## src/inc/pt_cfg_params.svh

```systemverilog
// Constants for the pass-thru region configuration block
`ifndef PT_CFG_PARAMS_SVH
`define PT_CFG_PARAMS_SVH

// Boot device byte addresses and last download index
`define NV_FEAT_ADDR    8'h45
`define NV_MASK_ADDR    8'h54
`define NV_LAST_IDX     5'h10

// Feature byte layout and value used until the download ends
`define FEAT_LAT_BIT    0
`define FEAT_DISC_BIT   1
`define FEAT_STALL_BIT  2
`define FEAT_DEFAULT    8'h01
`define FEAT_USED_MASK  8'h07

// Region base register fields
`define ATTR_IO_MASK    32'h0000_0003
`define ATTR_MEM_MASK   32'h0000_000F
`define WIDTH_MASK      32'hC000_0000
`define WIDTH_OFF       2'h0

// Target latency limits in PCI clocks and the data phase address step
`define LAT_FIRST       5'h10
`define LAT_NEXT        5'h08
`define ADDR_STEP       32'h0000_0004

// APB register byte offsets
`define OFF_BASE0       8'h00
`define OFF_BASE3       8'h0C
`define OFF_STATUS      8'h10
`define OFF_HOLD        8'h14

`endif

```

## src/inc/pt_cfg_pkg.sv

```systemverilog
// Types shared by the pass-thru region configuration design
package pt_cfg_pkg;

  typedef enum logic [1:0] {
    BOOT_IDLE,
    BOOT_REQ,
    BOOT_DONE
  } boot_state_e;

  typedef enum logic [0:0] {
    TERM_IDLE,
    TERM_DATA
  } term_state_e;

endpackage

```

## src/rtl/nv_boot_loader.sv

```systemverilog
// Boot download of region masks and feature byte from the serial store
`timescale 1ns/1ps
`include "pt_cfg_params.svh"

module nv_boot_loader (
  input  wire logic              clk_i,
  input  wire logic              rst_i,
  input  wire logic              present_i,
  output logic                   req_o,
  output logic [7:0]             addr_o,
  input  wire logic [7:0]        data_i,
  input  wire logic              valid_i,
  output logic [3:0][31:0]       masks_o,
  output logic [7:0]             feat_o,
  output logic                   done_o
);

  pt_cfg_pkg::boot_state_e state_reg;
  logic [4:0]              idx_reg;
  logic [3:0]              byte_idx;
  logic [7:0]              feat_raw_reg;

  assign byte_idx = 4'(idx_reg - 5'h01);

  always_ff @(posedge clk_i or posedge rst_i) begin
    if (rst_i) begin
      state_reg    <= pt_cfg_pkg::BOOT_IDLE;
      idx_reg      <= 5'h00;
      req_o        <= 1'b0;
      addr_o       <= 8'h00;
      masks_o      <= '0;
      feat_raw_reg <= 8'h00;
      feat_o       <= `FEAT_DEFAULT;
      done_o       <= 1'b0;
    end else begin
      case (state_reg)
        pt_cfg_pkg::BOOT_IDLE: begin
          // Strap sampled after reset release; no store keeps masks zero
          if (present_i) begin
            state_reg <= pt_cfg_pkg::BOOT_REQ;
            req_o     <= 1'b1;
            addr_o    <= `NV_FEAT_ADDR;
          end else begin
            state_reg <= pt_cfg_pkg::BOOT_DONE;
            done_o    <= 1'b1;
          end
        end
        pt_cfg_pkg::BOOT_REQ: begin
          if (valid_i) begin
            if (idx_reg == 5'h00) begin
              feat_raw_reg <= data_i;
            end else begin
              masks_o[byte_idx[3:2]][8*byte_idx[1:0] +: 8] <= data_i; // see RQ1
            end
            if (idx_reg == `NV_LAST_IDX) begin
              state_reg <= pt_cfg_pkg::BOOT_DONE;
              req_o     <= 1'b0;
              done_o    <= 1'b1;
              feat_o    <= feat_raw_reg & `FEAT_USED_MASK; // see RQ7 RQ19
            end else begin
              idx_reg <= idx_reg + 5'h01;
              addr_o  <= `NV_MASK_ADDR + {4'h0, idx_reg[3:0]}; // see RQ1
            end
          end
        end
        default: begin
          state_reg <= pt_cfg_pkg::BOOT_DONE;
        end
      endcase
    end
  end

endmodule

```

## src/rtl/pci_passthru_region_config.sv

```systemverilog
// Pass-thru region base registers, boot masks and target termination
//
// Behaviour
// RQ1: After reset, load four region masks from store bytes 54h..63h.
// RQ2: All-ones write then read returns zeros where the mask has zeros.
// RQ3: Host assigns each region a base aligned to its size.
// RQ4: Mask BFFFF002h gives 4 KB, below 1 MB, 16-bit, non-prefetch memory.
// RQ5: Mask FFFFFF81h gives a 128-byte, 32-bit I/O region.
// RQ6: Mask with top two bits zero leaves the region disabled.
// RQ7: Feature byte at 45h: latency, discard, stall mode bits.
// RQ8: Latency on: data within 16 clocks first, 8 later, else disconnect.
// RQ9: Latency off: never disconnect for slow add-on; insert wait states.
// RQ10: Discard off: keep read data, retry other masters meanwhile.
// RQ11: Discard on: flush held data when next read address differs.
// RQ12: Data held after a no-data retry until that master returns.
// RQ13: Stall off: disconnect at once on full write queue.
// RQ14: Stall on: wait for room, disconnect 8 clocks after last phase.
// RQ15: Region register reads return the assigned base address.
// RQ16: Mask bits 31:30 give add-on width; 00 disables the region.
// RQ17: Bits 31:30 read back as copies of bit 29.
// RQ18: Without boot store all region registers stay zero.
// RQ19: Reserved feature bits ignored; features apply after download.
// RQ20: Host writes change only bits the mask leaves writable.
//
// The placing of the registers and register access over APB are this design's own decisions.
`timescale 1ns/1ps
`include "pt_cfg_params.svh"

module pci_passthru_region_config #(
  parameter int REGIONS = 4
) (
  input  wire logic        CLK_I,
  input  wire logic        RST_I,
  // APB register port
  input  wire logic        PSEL_I,
  input  wire logic        PENABLE_I,
  input  wire logic        PWRITE_I,
  input  wire logic [7:0]  PADDR_I,
  input  wire logic [31:0] PWDATA_I,
  output logic      [31:0] PRDATA_O,
  output logic             PREADY_O,
  output logic             PSLVERR_O,
  // Boot store byte reader
  input  wire logic        NV_PRESENT_I,
  output logic             NV_REQ_O,
  output logic      [7:0]  NV_ADDR_O,
  input  wire logic [7:0]  NV_DATA_I,
  input  wire logic        NV_VALID_I,
  // PCI target sequencing
  input  wire logic        TXN_START_I,
  input  wire logic        TXN_WRITE_I,
  input  wire logic [31:0] TXN_ADDR_I,
  input  wire logic [3:0]  TXN_MASTER_I,
  input  wire logic        TXN_LAST_I,
  input  wire logic        ADDON_READY_I,
  input  wire logic        WFIFO_FULL_I,
  output logic             TRDY_O,
  output logic             STOP_O,
  output logic             QUEUE_FLUSH_O,
  output logic             READ_HELD_O,
  output logic      [7:0]  REGION_WIDTH_O,
  output logic             BOOT_DONE_O
);

  logic [3:0][31:0]        masks;
  logic [7:0]              feat;
  logic                    boot_done;
  logic                    boot_seen_reg;
  logic [REGIONS-1:0][31:0] base_reg;
  logic [REGIONS-1:0][31:0] base_rd;
  logic                    latency_en;
  logic                    discard_en;
  logic                    stall_en;

  nv_boot_loader u_loader (
    .clk_i     (CLK_I),
    .rst_i     (RST_I),
    .present_i (NV_PRESENT_I),
    .req_o     (NV_REQ_O),
    .addr_o    (NV_ADDR_O),
    .data_i    (NV_DATA_I),
    .valid_i   (NV_VALID_I),
    .masks_o   (masks),
    .feat_o    (feat),
    .done_o    (boot_done)
  );

  // Loader holds the default byte until done, reserved bits already dropped
  assign latency_en = feat[`FEAT_LAT_BIT];   // see RQ19
  assign discard_en = feat[`FEAT_DISC_BIT];
  assign stall_en   = feat[`FEAT_STALL_BIT];

  // APB slave: no wait cycle; read data is registered during the setup cycle
  logic       apb_setup;
  logic       apb_commit;
  logic       addr_ok;
  logic [31:0] rd_value;

  assign apb_setup  = PSEL_I && !PENABLE_I;
  assign apb_commit = PSEL_I && PENABLE_I && PREADY_O;
  assign addr_ok    = (PADDR_I[1:0] == 2'h0) && (PADDR_I <= `OFF_HOLD);

  always_ff @(posedge CLK_I or posedge RST_I) begin
    if (RST_I) begin
      boot_seen_reg <= 1'b0;
      BOOT_DONE_O   <= 1'b0;
    end else begin
      boot_seen_reg <= boot_done;
      BOOT_DONE_O   <= boot_done;
    end
  end

  genvar g;
  generate
    for (g = 0; g < REGIONS; g++) begin : g_region
      logic [31:0] attr;
      logic [31:0] writable;
      logic        enabled;
      logic        wr_hit;

      assign attr     = masks[g][0] ? `ATTR_IO_MASK : `ATTR_MEM_MASK;
      assign writable = masks[g] & ~attr & ~`WIDTH_MASK; // see RQ20
      assign enabled  = masks[g][31:30] != `WIDTH_OFF;   // see RQ6 RQ16
      assign wr_hit   = apb_commit && PWRITE_I &&
                        (PADDR_I == `OFF_BASE0 + 8'(4 * g));

      always_ff @(posedge CLK_I or posedge RST_I) begin
        if (RST_I) begin
          base_reg[g]          <= 32'h0000_0000; // see RQ18
          REGION_WIDTH_O[2*g +: 2] <= `WIDTH_OFF;
        end else if (boot_done && !boot_seen_reg) begin
          base_reg[g] <= enabled ? (masks[g] & attr) : 32'h0000_0000;
          REGION_WIDTH_O[2*g +: 2] <= masks[g][31:30]; // see RQ16
        end else if (wr_hit && enabled) begin
          // Attribute bits stay as the mask sets them; see RQ2 RQ4 RQ5 RQ20
          base_reg[g] <= (PWDATA_I & writable) | (masks[g] & attr);
        end
      end

      // Width bits are private; they mirror bit 29 on reads, see RQ15 RQ17
      assign base_rd[g] = enabled ? {{2{base_reg[g][29]}}, base_reg[g][29:0]}
                                  : 32'h0000_0000;
    end
  endgenerate

  // Termination engine state
  pt_cfg_pkg::term_state_e state_reg;
  logic [4:0]  cnt_reg;
  logic        first_reg;
  logic        xfer_reg;
  logic        cur_write_reg;
  logic [31:0] cur_addr_reg;
  logic [3:0]  cur_master_reg;
  logic        hold_reg;
  logic        hold_retry_reg;
  logic [3:0]  holder_reg;
  logic [31:0] hold_addr_reg;

  logic        in_data;
  logic        ready_now;
  logic        block_other;
  logic        flush_now;
  logic        full_stop;
  logic        lat_stop;
  logic        stop_now;
  logic [4:0]  limit;

  assign in_data   = state_reg == pt_cfg_pkg::TERM_DATA;
  assign ready_now = cur_write_reg ? !WFIFO_FULL_I : ADDON_READY_I;
  assign limit     = first_reg ? `LAT_FIRST : `LAT_NEXT;
  // Other masters are kept out while held data waits with discard off or after a no-data retry; see RQ10 RQ12
  assign block_other = hold_reg && (TXN_MASTER_I != holder_reg) &&
                       (!discard_en || hold_retry_reg);
  // See RQ11
  assign flush_now = TXN_START_I && !in_data && hold_reg && discard_en &&
                     !hold_retry_reg && !TXN_WRITE_I &&
                     (TXN_ADDR_I != hold_addr_reg);
  assign full_stop = in_data && cur_write_reg && WFIFO_FULL_I &&
                     !stall_en;                                // see RQ13
  // Latency timer only disconnects when enabled, or for a stalled write; see RQ9
  assign lat_stop  = in_data && !ready_now &&
                     (cnt_reg + 5'h01 >= limit) &&
                     (latency_en || (cur_write_reg && stall_en)); // see RQ8 RQ14
  assign stop_now  = full_stop || lat_stop;

  always_ff @(posedge CLK_I or posedge RST_I) begin
    if (RST_I) begin
      state_reg      <= pt_cfg_pkg::TERM_IDLE;
      cnt_reg        <= 5'h00;
      first_reg      <= 1'b1;
      xfer_reg       <= 1'b0;
      cur_write_reg  <= 1'b0;
      cur_addr_reg   <= 32'h0000_0000;
      cur_master_reg <= 4'h0;
      TRDY_O         <= 1'b0;
      STOP_O         <= 1'b0;
    end else begin
      TRDY_O <= 1'b0;
      STOP_O <= 1'b0;
      case (state_reg)
        pt_cfg_pkg::TERM_IDLE: begin
          if (TXN_START_I && block_other) begin
            STOP_O <= 1'b1; // see RQ10
          end else if (TXN_START_I) begin
            state_reg      <= pt_cfg_pkg::TERM_DATA;
            cnt_reg        <= 5'h00;
            first_reg      <= 1'b1;
            xfer_reg       <= 1'b0;
            cur_write_reg  <= TXN_WRITE_I;
            cur_addr_reg   <= TXN_ADDR_I;
            cur_master_reg <= TXN_MASTER_I;
          end
        end
        default: begin
          if (ready_now) begin
            TRDY_O       <= 1'b1;
            cnt_reg      <= 5'h00;
            first_reg    <= 1'b0;
            xfer_reg     <= 1'b1;
            cur_addr_reg <= cur_addr_reg + `ADDR_STEP;
            if (TXN_LAST_I) begin
              state_reg <= pt_cfg_pkg::TERM_IDLE;
            end
          end else if (stop_now) begin
            STOP_O    <= 1'b1;
            state_reg <= pt_cfg_pkg::TERM_IDLE;
          end else begin
            cnt_reg <= cnt_reg + 5'h01; // Wait state, see RQ9 RQ14
          end
        end
      endcase
    end
  end

  // Read data holding across a disconnect
  always_ff @(posedge CLK_I or posedge RST_I) begin
    if (RST_I) begin
      hold_reg       <= 1'b0;
      hold_retry_reg <= 1'b0;
      holder_reg     <= 4'h0;
      hold_addr_reg  <= 32'h0000_0000;
      QUEUE_FLUSH_O  <= 1'b0;
      READ_HELD_O    <= 1'b0;
    end else begin
      QUEUE_FLUSH_O <= flush_now;
      if (stop_now && !cur_write_reg) begin
        hold_reg       <= 1'b1;                 // see RQ10
        hold_retry_reg <= !xfer_reg;            // see RQ12
        holder_reg     <= cur_master_reg;
        hold_addr_reg  <= cur_addr_reg;
        READ_HELD_O    <= 1'b1;
      end else if (flush_now || (in_data && ready_now && TXN_LAST_I &&
                   !cur_write_reg && cur_master_reg == holder_reg)) begin
        hold_reg    <= 1'b0;
        READ_HELD_O <= 1'b0;
      end
    end
  end

  // Register read mux
  always_comb begin
    rd_value = 32'h0000_0000;
    if (PADDR_I <= `OFF_BASE3) begin
      rd_value = base_rd[PADDR_I[3:2]]; // see RQ15
    end else if (PADDR_I == `OFF_STATUS) begin
      rd_value = {21'h000000, stall_en, discard_en, latency_en,
                  7'h00, boot_done};
    end else if (PADDR_I == `OFF_HOLD) begin
      rd_value = {26'h0000000, holder_reg, hold_retry_reg, hold_reg};
    end
  end

  always_ff @(posedge CLK_I or posedge RST_I) begin
    if (RST_I) begin
      PREADY_O  <= 1'b0;
      PRDATA_O  <= 32'h0000_0000;
      PSLVERR_O <= 1'b0;
    end else begin
      PREADY_O  <= apb_setup;
      PSLVERR_O <= apb_setup && !addr_ok;
      if (apb_setup && !PWRITE_I) begin
        PRDATA_O <= addr_ok ? rd_value : 32'h0000_0000;
      end
    end
  end

  // Checks
  a_retry_other: assert property (@(posedge CLK_I) disable iff (RST_I)
    (!in_data && TXN_START_I && hold_reg && !discard_en &&
     TXN_MASTER_I != holder_reg) |=> (STOP_O && !TRDY_O))
    else $error("other master not retried while data held"); // see RQ10
  a_first_latency: assert property (@(posedge CLK_I) disable iff (RST_I)
    (in_data && first_reg && cnt_reg == 5'h0F && !ready_now && latency_en)
    |=> STOP_O)
    else $error("no disconnect at first phase latency"); // see RQ8
  a_next_latency: assert property (@(posedge CLK_I) disable iff (RST_I)
    (in_data && !first_reg && cnt_reg == 5'h07 && !ready_now && latency_en)
    |=> STOP_O)
    else $error("no disconnect at later phase latency"); // see RQ8
  a_no_lat_stop: assert property (@(posedge CLK_I) disable iff (RST_I)
    (in_data && !latency_en && !cur_write_reg) |=> !STOP_O)
    else $error("disconnect with latency disabled"); // see RQ9
  a_full_disconnect: assert property (@(posedge CLK_I) disable iff (RST_I)
    (in_data && cur_write_reg && WFIFO_FULL_I && !stall_en)
    |=> (STOP_O && state_reg == pt_cfg_pkg::TERM_IDLE))
    else $error("full write queue not disconnected"); // see RQ13
  a_full_stall: assert property (@(posedge CLK_I) disable iff (RST_I)
    (in_data && cur_write_reg && WFIFO_FULL_I && stall_en && !first_reg &&
     cnt_reg < 5'h07) |=> (!STOP_O && !TRDY_O))
    else $error("stalled write ended early"); // see RQ14
  a_flush_diff: assert property (@(posedge CLK_I) disable iff (RST_I)
    (!in_data && TXN_START_I && hold_reg && !hold_retry_reg && discard_en &&
     !TXN_WRITE_I && TXN_ADDR_I != hold_addr_reg) |=> QUEUE_FLUSH_O)
    else $error("held data not flushed"); // see RQ11
  a_retry_keep: assert property (@(posedge CLK_I) disable iff (RST_I)
    (hold_reg && hold_retry_reg) |=> !QUEUE_FLUSH_O)
    else $error("retry data flushed"); // see RQ12
  a_feat_default: assert property (@(posedge CLK_I) disable iff (RST_I)
    !boot_done |-> (latency_en && !discard_en && !stall_en))
    else $error("features applied before download"); // see RQ19
  a_width_mirror: assert property (@(posedge CLK_I) disable iff (RST_I)
    (apb_setup && !PWRITE_I && PADDR_I <= `OFF_BASE3) |=>
    (PRDATA_O[31] == PRDATA_O[29] && PRDATA_O[30] == PRDATA_O[29]))
    else $error("width bits not mirrored"); // see RQ17
  a_disabled_zero: assert property (@(posedge CLK_I) disable iff (RST_I)
    (apb_setup && !PWRITE_I && PADDR_I <= `OFF_BASE3 &&
     REGION_WIDTH_O[2*PADDR_I[3:2] +: 2] == `WIDTH_OFF && BOOT_DONE_O)
    |=> PRDATA_O == 32'h0000_0000)
    else $error("disabled region reads nonzero"); // see RQ6
  a_mask_attr: assert property (@(posedge CLK_I) disable iff (RST_I)
    (boot_done && !boot_seen_reg && masks[0] == 32'hBFFFF002) |=>
    (REGION_WIDTH_O[1:0] == 2'h2 && base_reg[0][3:0] == 4'h2))
    else $error("memory mask attributes wrong"); // see RQ4

endmodule

```

## config.mk

```make
export PLATFORM = sky130hd
export DESIGN_NAME = pci_passthru_region_config
export DESIGN_NICKNAME = d
export VERILOG_FILES = /design/src/inc/pt_cfg_pkg.sv /design/src/rtl/nv_boot_loader.sv /design/src/rtl/pci_passthru_region_config.sv
export VERILOG_INCLUDE_DIRS = /design/src /design/src/inc
export SDC_FILE = /design/constraint.sdc
export NUM_CORES = 1
export LEC_CHECK = 0
export ABC_AREA = 1
export BUFFER_PORTS_ARGS = -buffer_cell sky130_fd_sc_hd__buf_4
export CAP_MARGIN = 20
export CORE_ASPECT_RATIO = 0.6
export CORE_MARGIN = 2
export CORE_UTILIZATION = 45
export CTS_BUF_LIST = sky130_fd_sc_hd__clkbuf_4 sky130_fd_sc_hd__clkbuf_8
export DETAILED_ROUTE_END_ITERATION = 6
export PLACE_DENSITY = 0.63
export SYNTH_ARGS = -nofsm -noshare
export SYNTH_HDL_FRONTEND = slang
export SYNTH_SLANG_ARGS = --single-unit
```

## constraint.sdc

```tcl
create_clock -name CLK_I -period 13.1 [get_ports CLK_I]
set_input_delay 0.655 -clock CLK_I [delete_from_list [all_inputs] [get_ports CLK_I]]
set_output_delay 0.655 -clock CLK_I [all_outputs]
set_load 0.05 [all_outputs]
```

* Yosys cells after proc, flatten, opt, wreduce, memory -nomap -nowiden *
Index checks and enable logic that the tools add are counted.

cells by class
  bitwise operators = 24
  multiplexer cells = 78
  magnitude comparators = 6
  eq/ne operators = 18
  shifts and indexed selects = 2
  multipliers = 0
  add/subtract/negate cells = 6
  div/mod/pow operators = 0
  reduce and logical (&&, ||, !) cells = 81

operators with widths
  operator                                                                 number
  32-bit 2-to-1 mux                                                        12
  30-bit 2-to-1 mux                                                        12
  30-bit bitwise AND                                                       8
  128-bit bitwise mux                                                      1
  30-bit by 4-bit bitwise AND with 30-bit output                           4
  4-bit inverter with 30-bit output                                        4
  30-bit OR                                                                4
  32-bit binary-select mux with 2-bit select                               1
  32-bit demux with 2-bit select                                           1
  1-bit logical AND                                                        38
  5-bit negator with 34-bit output                                         1
  8-bit by 34-bit variable shift with 32-bit output, first input constant  1
  8-bit by 34-bit indexed part select with 32-bit output                   1
  32-bit by 3-bit adder with 32-bit output, second input constant          1
  32-bit != test                                                           1
  5-bit 2-to-1 mux                                                         6
  1-bit 2-to-1 mux                                                         29
  8-bit 2-to-1 mux                                                         3
  2-bit nonzero test                                                       11
  3-bit AND reduction                                                      7
  8-bit by 4-bit equality test with 1-bit output, second input constant    2
  8-bit by 5-bit equality test with 1-bit output, second input constant    2
  4-bit 2-to-1 mux                                                         4
  8-bit one-hot mux with 2 select lines                                    1
  29 further kinds                                                         60

storage, ports and cells
  memory bits (writable) = 0
  logic and storage cells = 252
  input port bits = 96
  memory bits (read-only) = 0
  bits in latches = 0
  memories kept = 0
  bits in registers = 400

* Longest topological paths before layout *
  depth in word-level cells = 10
  gate-level depth with buffers = 12
  mapped depth without buffers = 12

* By module *
A second synthesis with hierarchy kept.

unflattened totals
  cell total of the unflattened synthesis = 2649
  area total of the unflattened synthesis = 20692.3 sq um

by module, submodules not included
  module                      seq. area each (sq um)  area each (sq um)  cells each  instances
  pci_passthru_region_config  6182.2                  13125.1            1782        1
  nv_boot_loader              3754.9                  7567.3             867         1

* Least setup slack after synthesis *
No wires, ideal clock.

  path type = register -> register
  start point = reg cnt_reg[0]
  end point = reg hold_addr_reg[13]
  path buffers = 2
  arrival = 1.867 ns
  path slack = 11.115 ns
  cell stages (with the launch flop) = 13
  clock period less this slack = 1.985 ns
  cells stage by stage = dfrtp_1 -> ha_1 -> nand3_1 -> xnor2_1 -> ha_1 -> nand3b_1 -> nand2_1 -> nand2_1 -> or2_4 -> buf_6 -> buf_6 -> nand2_1 -> o21ai_2

between the ends
  cells in the longest elaborated chain, start to end = 6

ends and longest elaborated chain
  item                                    line                               RTL
  start, declared                         pci_passthru_region_config.sv:148  logic [4:0] cnt_reg;
  start signal, assigned                  pci_passthru_region_config.sv:228  cnt_reg <= cnt_reg + 5'h01;
  5-bit by 1-bit adder with 5-bit output  pci_passthru_region_config.sv:182  (cnt_reg + 5'h01 >= limit) &&
  5-bit greater-or-equal comparator       pci_passthru_region_config.sv:182
  1-bit logical AND                       pci_passthru_region_config.sv:181  assign lat_stop = in_data && !ready_now &&
  1-bit logical AND                       pci_passthru_region_config.sv:182
  1-bit logical OR                        pci_passthru_region_config.sv:184  assign stop_now = full_stop || lat_stop;
  1-bit logical AND                       pci_passthru_region_config.sv:246  if (stop_now && !cur_write_reg) begin
  end signal, assigned                    pci_passthru_region_config.sv:250  hold_addr_reg <= cur_addr_reg;
  end, declared                           pci_passthru_region_config.sv:157  logic [31:0] hold_addr_reg;

No other way between the ends.
A chain may end at the register's enable or synchronous reset.

* Worst setup path in the final report *
  start point = reg u_loader.done_o
  end point = reg base_reg[23] (netlist bit)

between the ends
  cells in the longest elaborated chain, start to end = 2
  elaborated cells between the ends (all ways) = 3
  classes of those cells = mux (1); reduce/logical (2)

ends and longest elaborated chain
  item                                                            line                               RTL
  start, declared                                                 nv_boot_loader.sv:15               output logic done_o
  start signal, assigned                                          nv_boot_loader.sv:34               done_o <= 1'b0;
  start signal, assigned                                          nv_boot_loader.sv:45               done_o <= 1'b1;
  start signal, assigned                                          nv_boot_loader.sv:58               done_o <= 1'b1;
  1-bit logical AND *                                             pci_passthru_region_config.sv:131  end else if (boot_done && !boot_seen_reg) begin
  30-bit 2-to-1 mux / 2-bit nonzero test (equally long branches)  -
  end signal, assigned by index                                   pci_passthru_region_config.sv:132  base_reg[g] <= enabled ? (masks[g] & attr) : 32'h0000_0000;
  end signal, assigned by index                                   pci_passthru_region_config.sv:136  base_reg[g] <= (PWDATA_I & writable) | (masks[g] & attr);
  end, declared                                                   pci_passthru_region_config.sv:69   logic [REGIONS-1:0][31:0] base_reg;

Mark *: on every way between the ends. The rest lies on a longest branch, timed or not.

==> results.txt <==
Yosys warnings - 0
Worst Path Arrival - 3.77 ns
Rows - 58
RSZ-0062 raised after global routing - no
Seq/Total Area, Yosys - 51.6%
Post-synth top area cell - dfrtp_1
CTS Root Cell - clkbuf_8
Core box area - 42100 µm²
Most used cell, CP - buf_4
Critical path data required time - 13.57 ns
Grt ovf - 0
Fin. Hold Viols - 0
Initial antenna violation count - 0
I/O Buffers - 146
Gr usage total - 27.8%
Worst slack at placement - 9.52 ns
Seq pwr share - 45.3%
Relative slew margins - 23.1%
CP top delay family - buffers and inverters
Setup TNS - 0 ns
Vias - 17400
Num ports - 152
Setup Buffers After CTS - 0
Hold Crit Class - in2reg
Hold slack - 0.244 ns
Die ar. - 44500 µm²
WP buf/inv - 6
Ratio of cells with drive above 1 in the final layout - 12.9%
Hold-fix buffers at CTS - 0
Fin crit period - 3.30 ns
Worst path cell trace - inv_1 > nor2_2 > buf_4 > inv_2 > buf_4 > nand2_1 > buf_4 > inv_1 > o21ai_0
Syn nets - 2561
Worst skew pair latency - 0.64 ns
Int Power - 2200 µW
Top post-synthesis cells by area - dfrtp_1, nand2_1, o21ai_0
Largest net degree at the start of global routing - 176
CTS Sinks - 397
Post-Synthesis Cells - 2451
Synthesized area - 19300 µm²
Critical path capture point type - flop
Layout area overhead - 14.8%
Via density - 5.47
DRT iter0 DRCs - 2038
Final Skew - 0.0216 ns
Clock power frac - 34.4%
Leak - 0.0108 µW
Vias in the first global route - 16600
FILL cells - 4071
Switching part of the total - 32.7%
Slew Limit Fails - 0
Fmax - 0.303 GHz
Crit Path Category - reg2reg
Wire per inst - 19.3 µm
Crit start category - flop
TritonCTS Buffers - 59
Max clock buf depth - 3
Ant diodes - 0
Max_cap viols - 0
Net Sw Power - 1070 µW
TritonRoute pass-1 iters - 5
Crit path max fanout - 71
PwrDens - 148 nW/µm²
Global-route wire length before repair - 95600 µm
Gpl congestion - 0.975
Share of the synthesized area in the top cell type - 51.3%
CTS tree - yes
Routed Antenna Nets - 0
# resized after CTS - 0
Final instance area - 22100 µm²
Post-route clock period utilization - 25.2%
Maximum vdd drop - 0.0752 mV
Worst Tran Pin Value - 1.15 ns
Synth Register Bits - 397
Status - completed
PnR worst setup slack - 9.80 ns
DRC viols - 0
Chip height - 164 µm
Final setup viols - 0
Combinational group share of total power - 20.3%
Initial Util - 45.8%
Final wirelength - 61500 µm
Final net count - 2679
Max FFs per register - 128
Number of distinct library cells after synthesis - 43
Clk pin slew, worst setup/hold paths - 0.06 ns
Synthesized area per cell - 7.86 µm²
Placed cell areas - 20800 µm²
Final HPWL DP - 40400 µm
Die W - 271 µm
CP max-delay cell - inv_1
CP max stage delay - 0.83 ns
H-tree depth - 2
cells in the final DEF, fill, tap and decap left out, types with 3 or more instances in the layout:
master,instances
a21oi_1,49
buf_4,165
bufinv_16,3
clkbuf_4,19
clkbuf_8,76
clkinv_2,4
dfrtp_1,395
ha_1,14
inv_1,208
inv_2,7
nand2_1,770
nand2_2,8
nand2_4,3
nand3_1,204
nand4_1,43
nor2_1,173
nor2_2,11
nor2_4,6
nor3_1,10
o211ai_1,13
o21ai_0,319
o21ai_1,31
o21ai_2,20
or2_2,3
xnor2_1,21
xor2_1,12
kinds of logic (layout without fill, tap and decap cells):
| logic type | Yosys count | in the layout | synth area share, % |
|---|---|---|---|
| AO/OA/AOI/OAI | 440 | 440 | 12.1 |
| XOR/XNOR | 35 | 35 | 1.73 |
| adder cells (fa/ha/maj) | 14 | 14 | 0.909 |
| buffers and inverters | 328 | 488 | 6.91 |
| flip-flops | 397 | 397 | 51.6 |
| other | 1 | 1 | 0.0195 |
| AND/OR/NAND/NOR | 1236 | 1236 | 26.7 |
synth_stat cells, drive strengths merged:
| cell | count |
|---|---|
| nand2 | 781 |
| dfrtp | 395 |
| o21ai | 370 |
| inv | 216 |
| nand3 | 205 |
| nor2 | 190 |
| clkbuf | 71 |
| a21oi | 50 |
| nand4 | 44 |
| buf | 40 |
| xnor2 | 22 |
| ha | 14 |
| o211ai | 13 |
| xor2 | 13 |
| nor3 | 10 |
| or2 | 4 |
| dfstp | 2 |
| nand3b | 2 |
| o22ai | 2 |
| a21boi | 1 |
| a22o | 1 |
| a22oi | 1 |
| a32o | 1 |
| clkinv | 1 |
| conb | 1 |
| o2111a | 1 |
through the flow:
stage	cells	power, µW	util (%)
after global placement	3076	2130	49.3
after detailed placement	3076	2160	49.3
final	3181	3280	52.5
after floorplan	2451	1950	-
after global routing	3181	3440	52.5
after CTS	3179	3280	52.4
area by class of cell:
cell class / instances / area (µm²) / share of cell area [%]
sequential: 397 / 9940 / 44.9
multi-input combinational: 1726 / 8020 / 36.3
timing repair buffer: 168 / 1310 / 5.94
clock buffer: 95 / 1190 / 5.38
inverter: 217 / 822 / 3.72
tap: 570 / 713 / 3.23
clock inverter: 8 / 118 / 0.532
worst paths after layout:
check	from	endpoint	slack [ns]	cells past startpoint
setup reg to reg	u_loader.done_o	base_reg[23]	9.80	9
min in group asynchronous	RST_I	u_loader.masks_o[71]	0.26	2
hold / removal	PENABLE_I	PREADY_O	0.24	2
max in group asynchronous	RST_I	base_reg[78]	10.77	5
hold reg to reg	u_loader.done_o	boot_seen_reg	0.38	0
setup / recovery	u_loader.done_o	base_reg[23]	9.80	9
power by group through the flow:
| stage | registers (µW) | clock network, µW | logic, µW |
|---|---|---|---|
| finish | 1480 | 1130 | 664 |
| global route | 1500 | 1200 | 745 |
| CTS | 1480 | 1140 | 658 |
| detailed placement | 1500 | 0 | 657 |
| global placement | 1490 | 0 | 637 |
| floorplan | 1500 | 0 | 452 |
worst reg2reg max path: cells and delay by family, from the launching register on:
kind	cells	cell delay [ns]
flip-flops	1	0.38
AND/OR/NAND/NOR	2	0.18
AO/OA/AOI/OAI	1	0.24
buffers and inverters	6	2.36
per-layer routing:
metal	routed length, µm	global-route usage, %	vias up
li1	-	-	8136
met1	28200	40.9	8386
met2	25500	40.3	764
met3	6240	7.11	129
met4	1490	8.17	0
met5	0	0	-
Power figures use the tool's default switching activity.
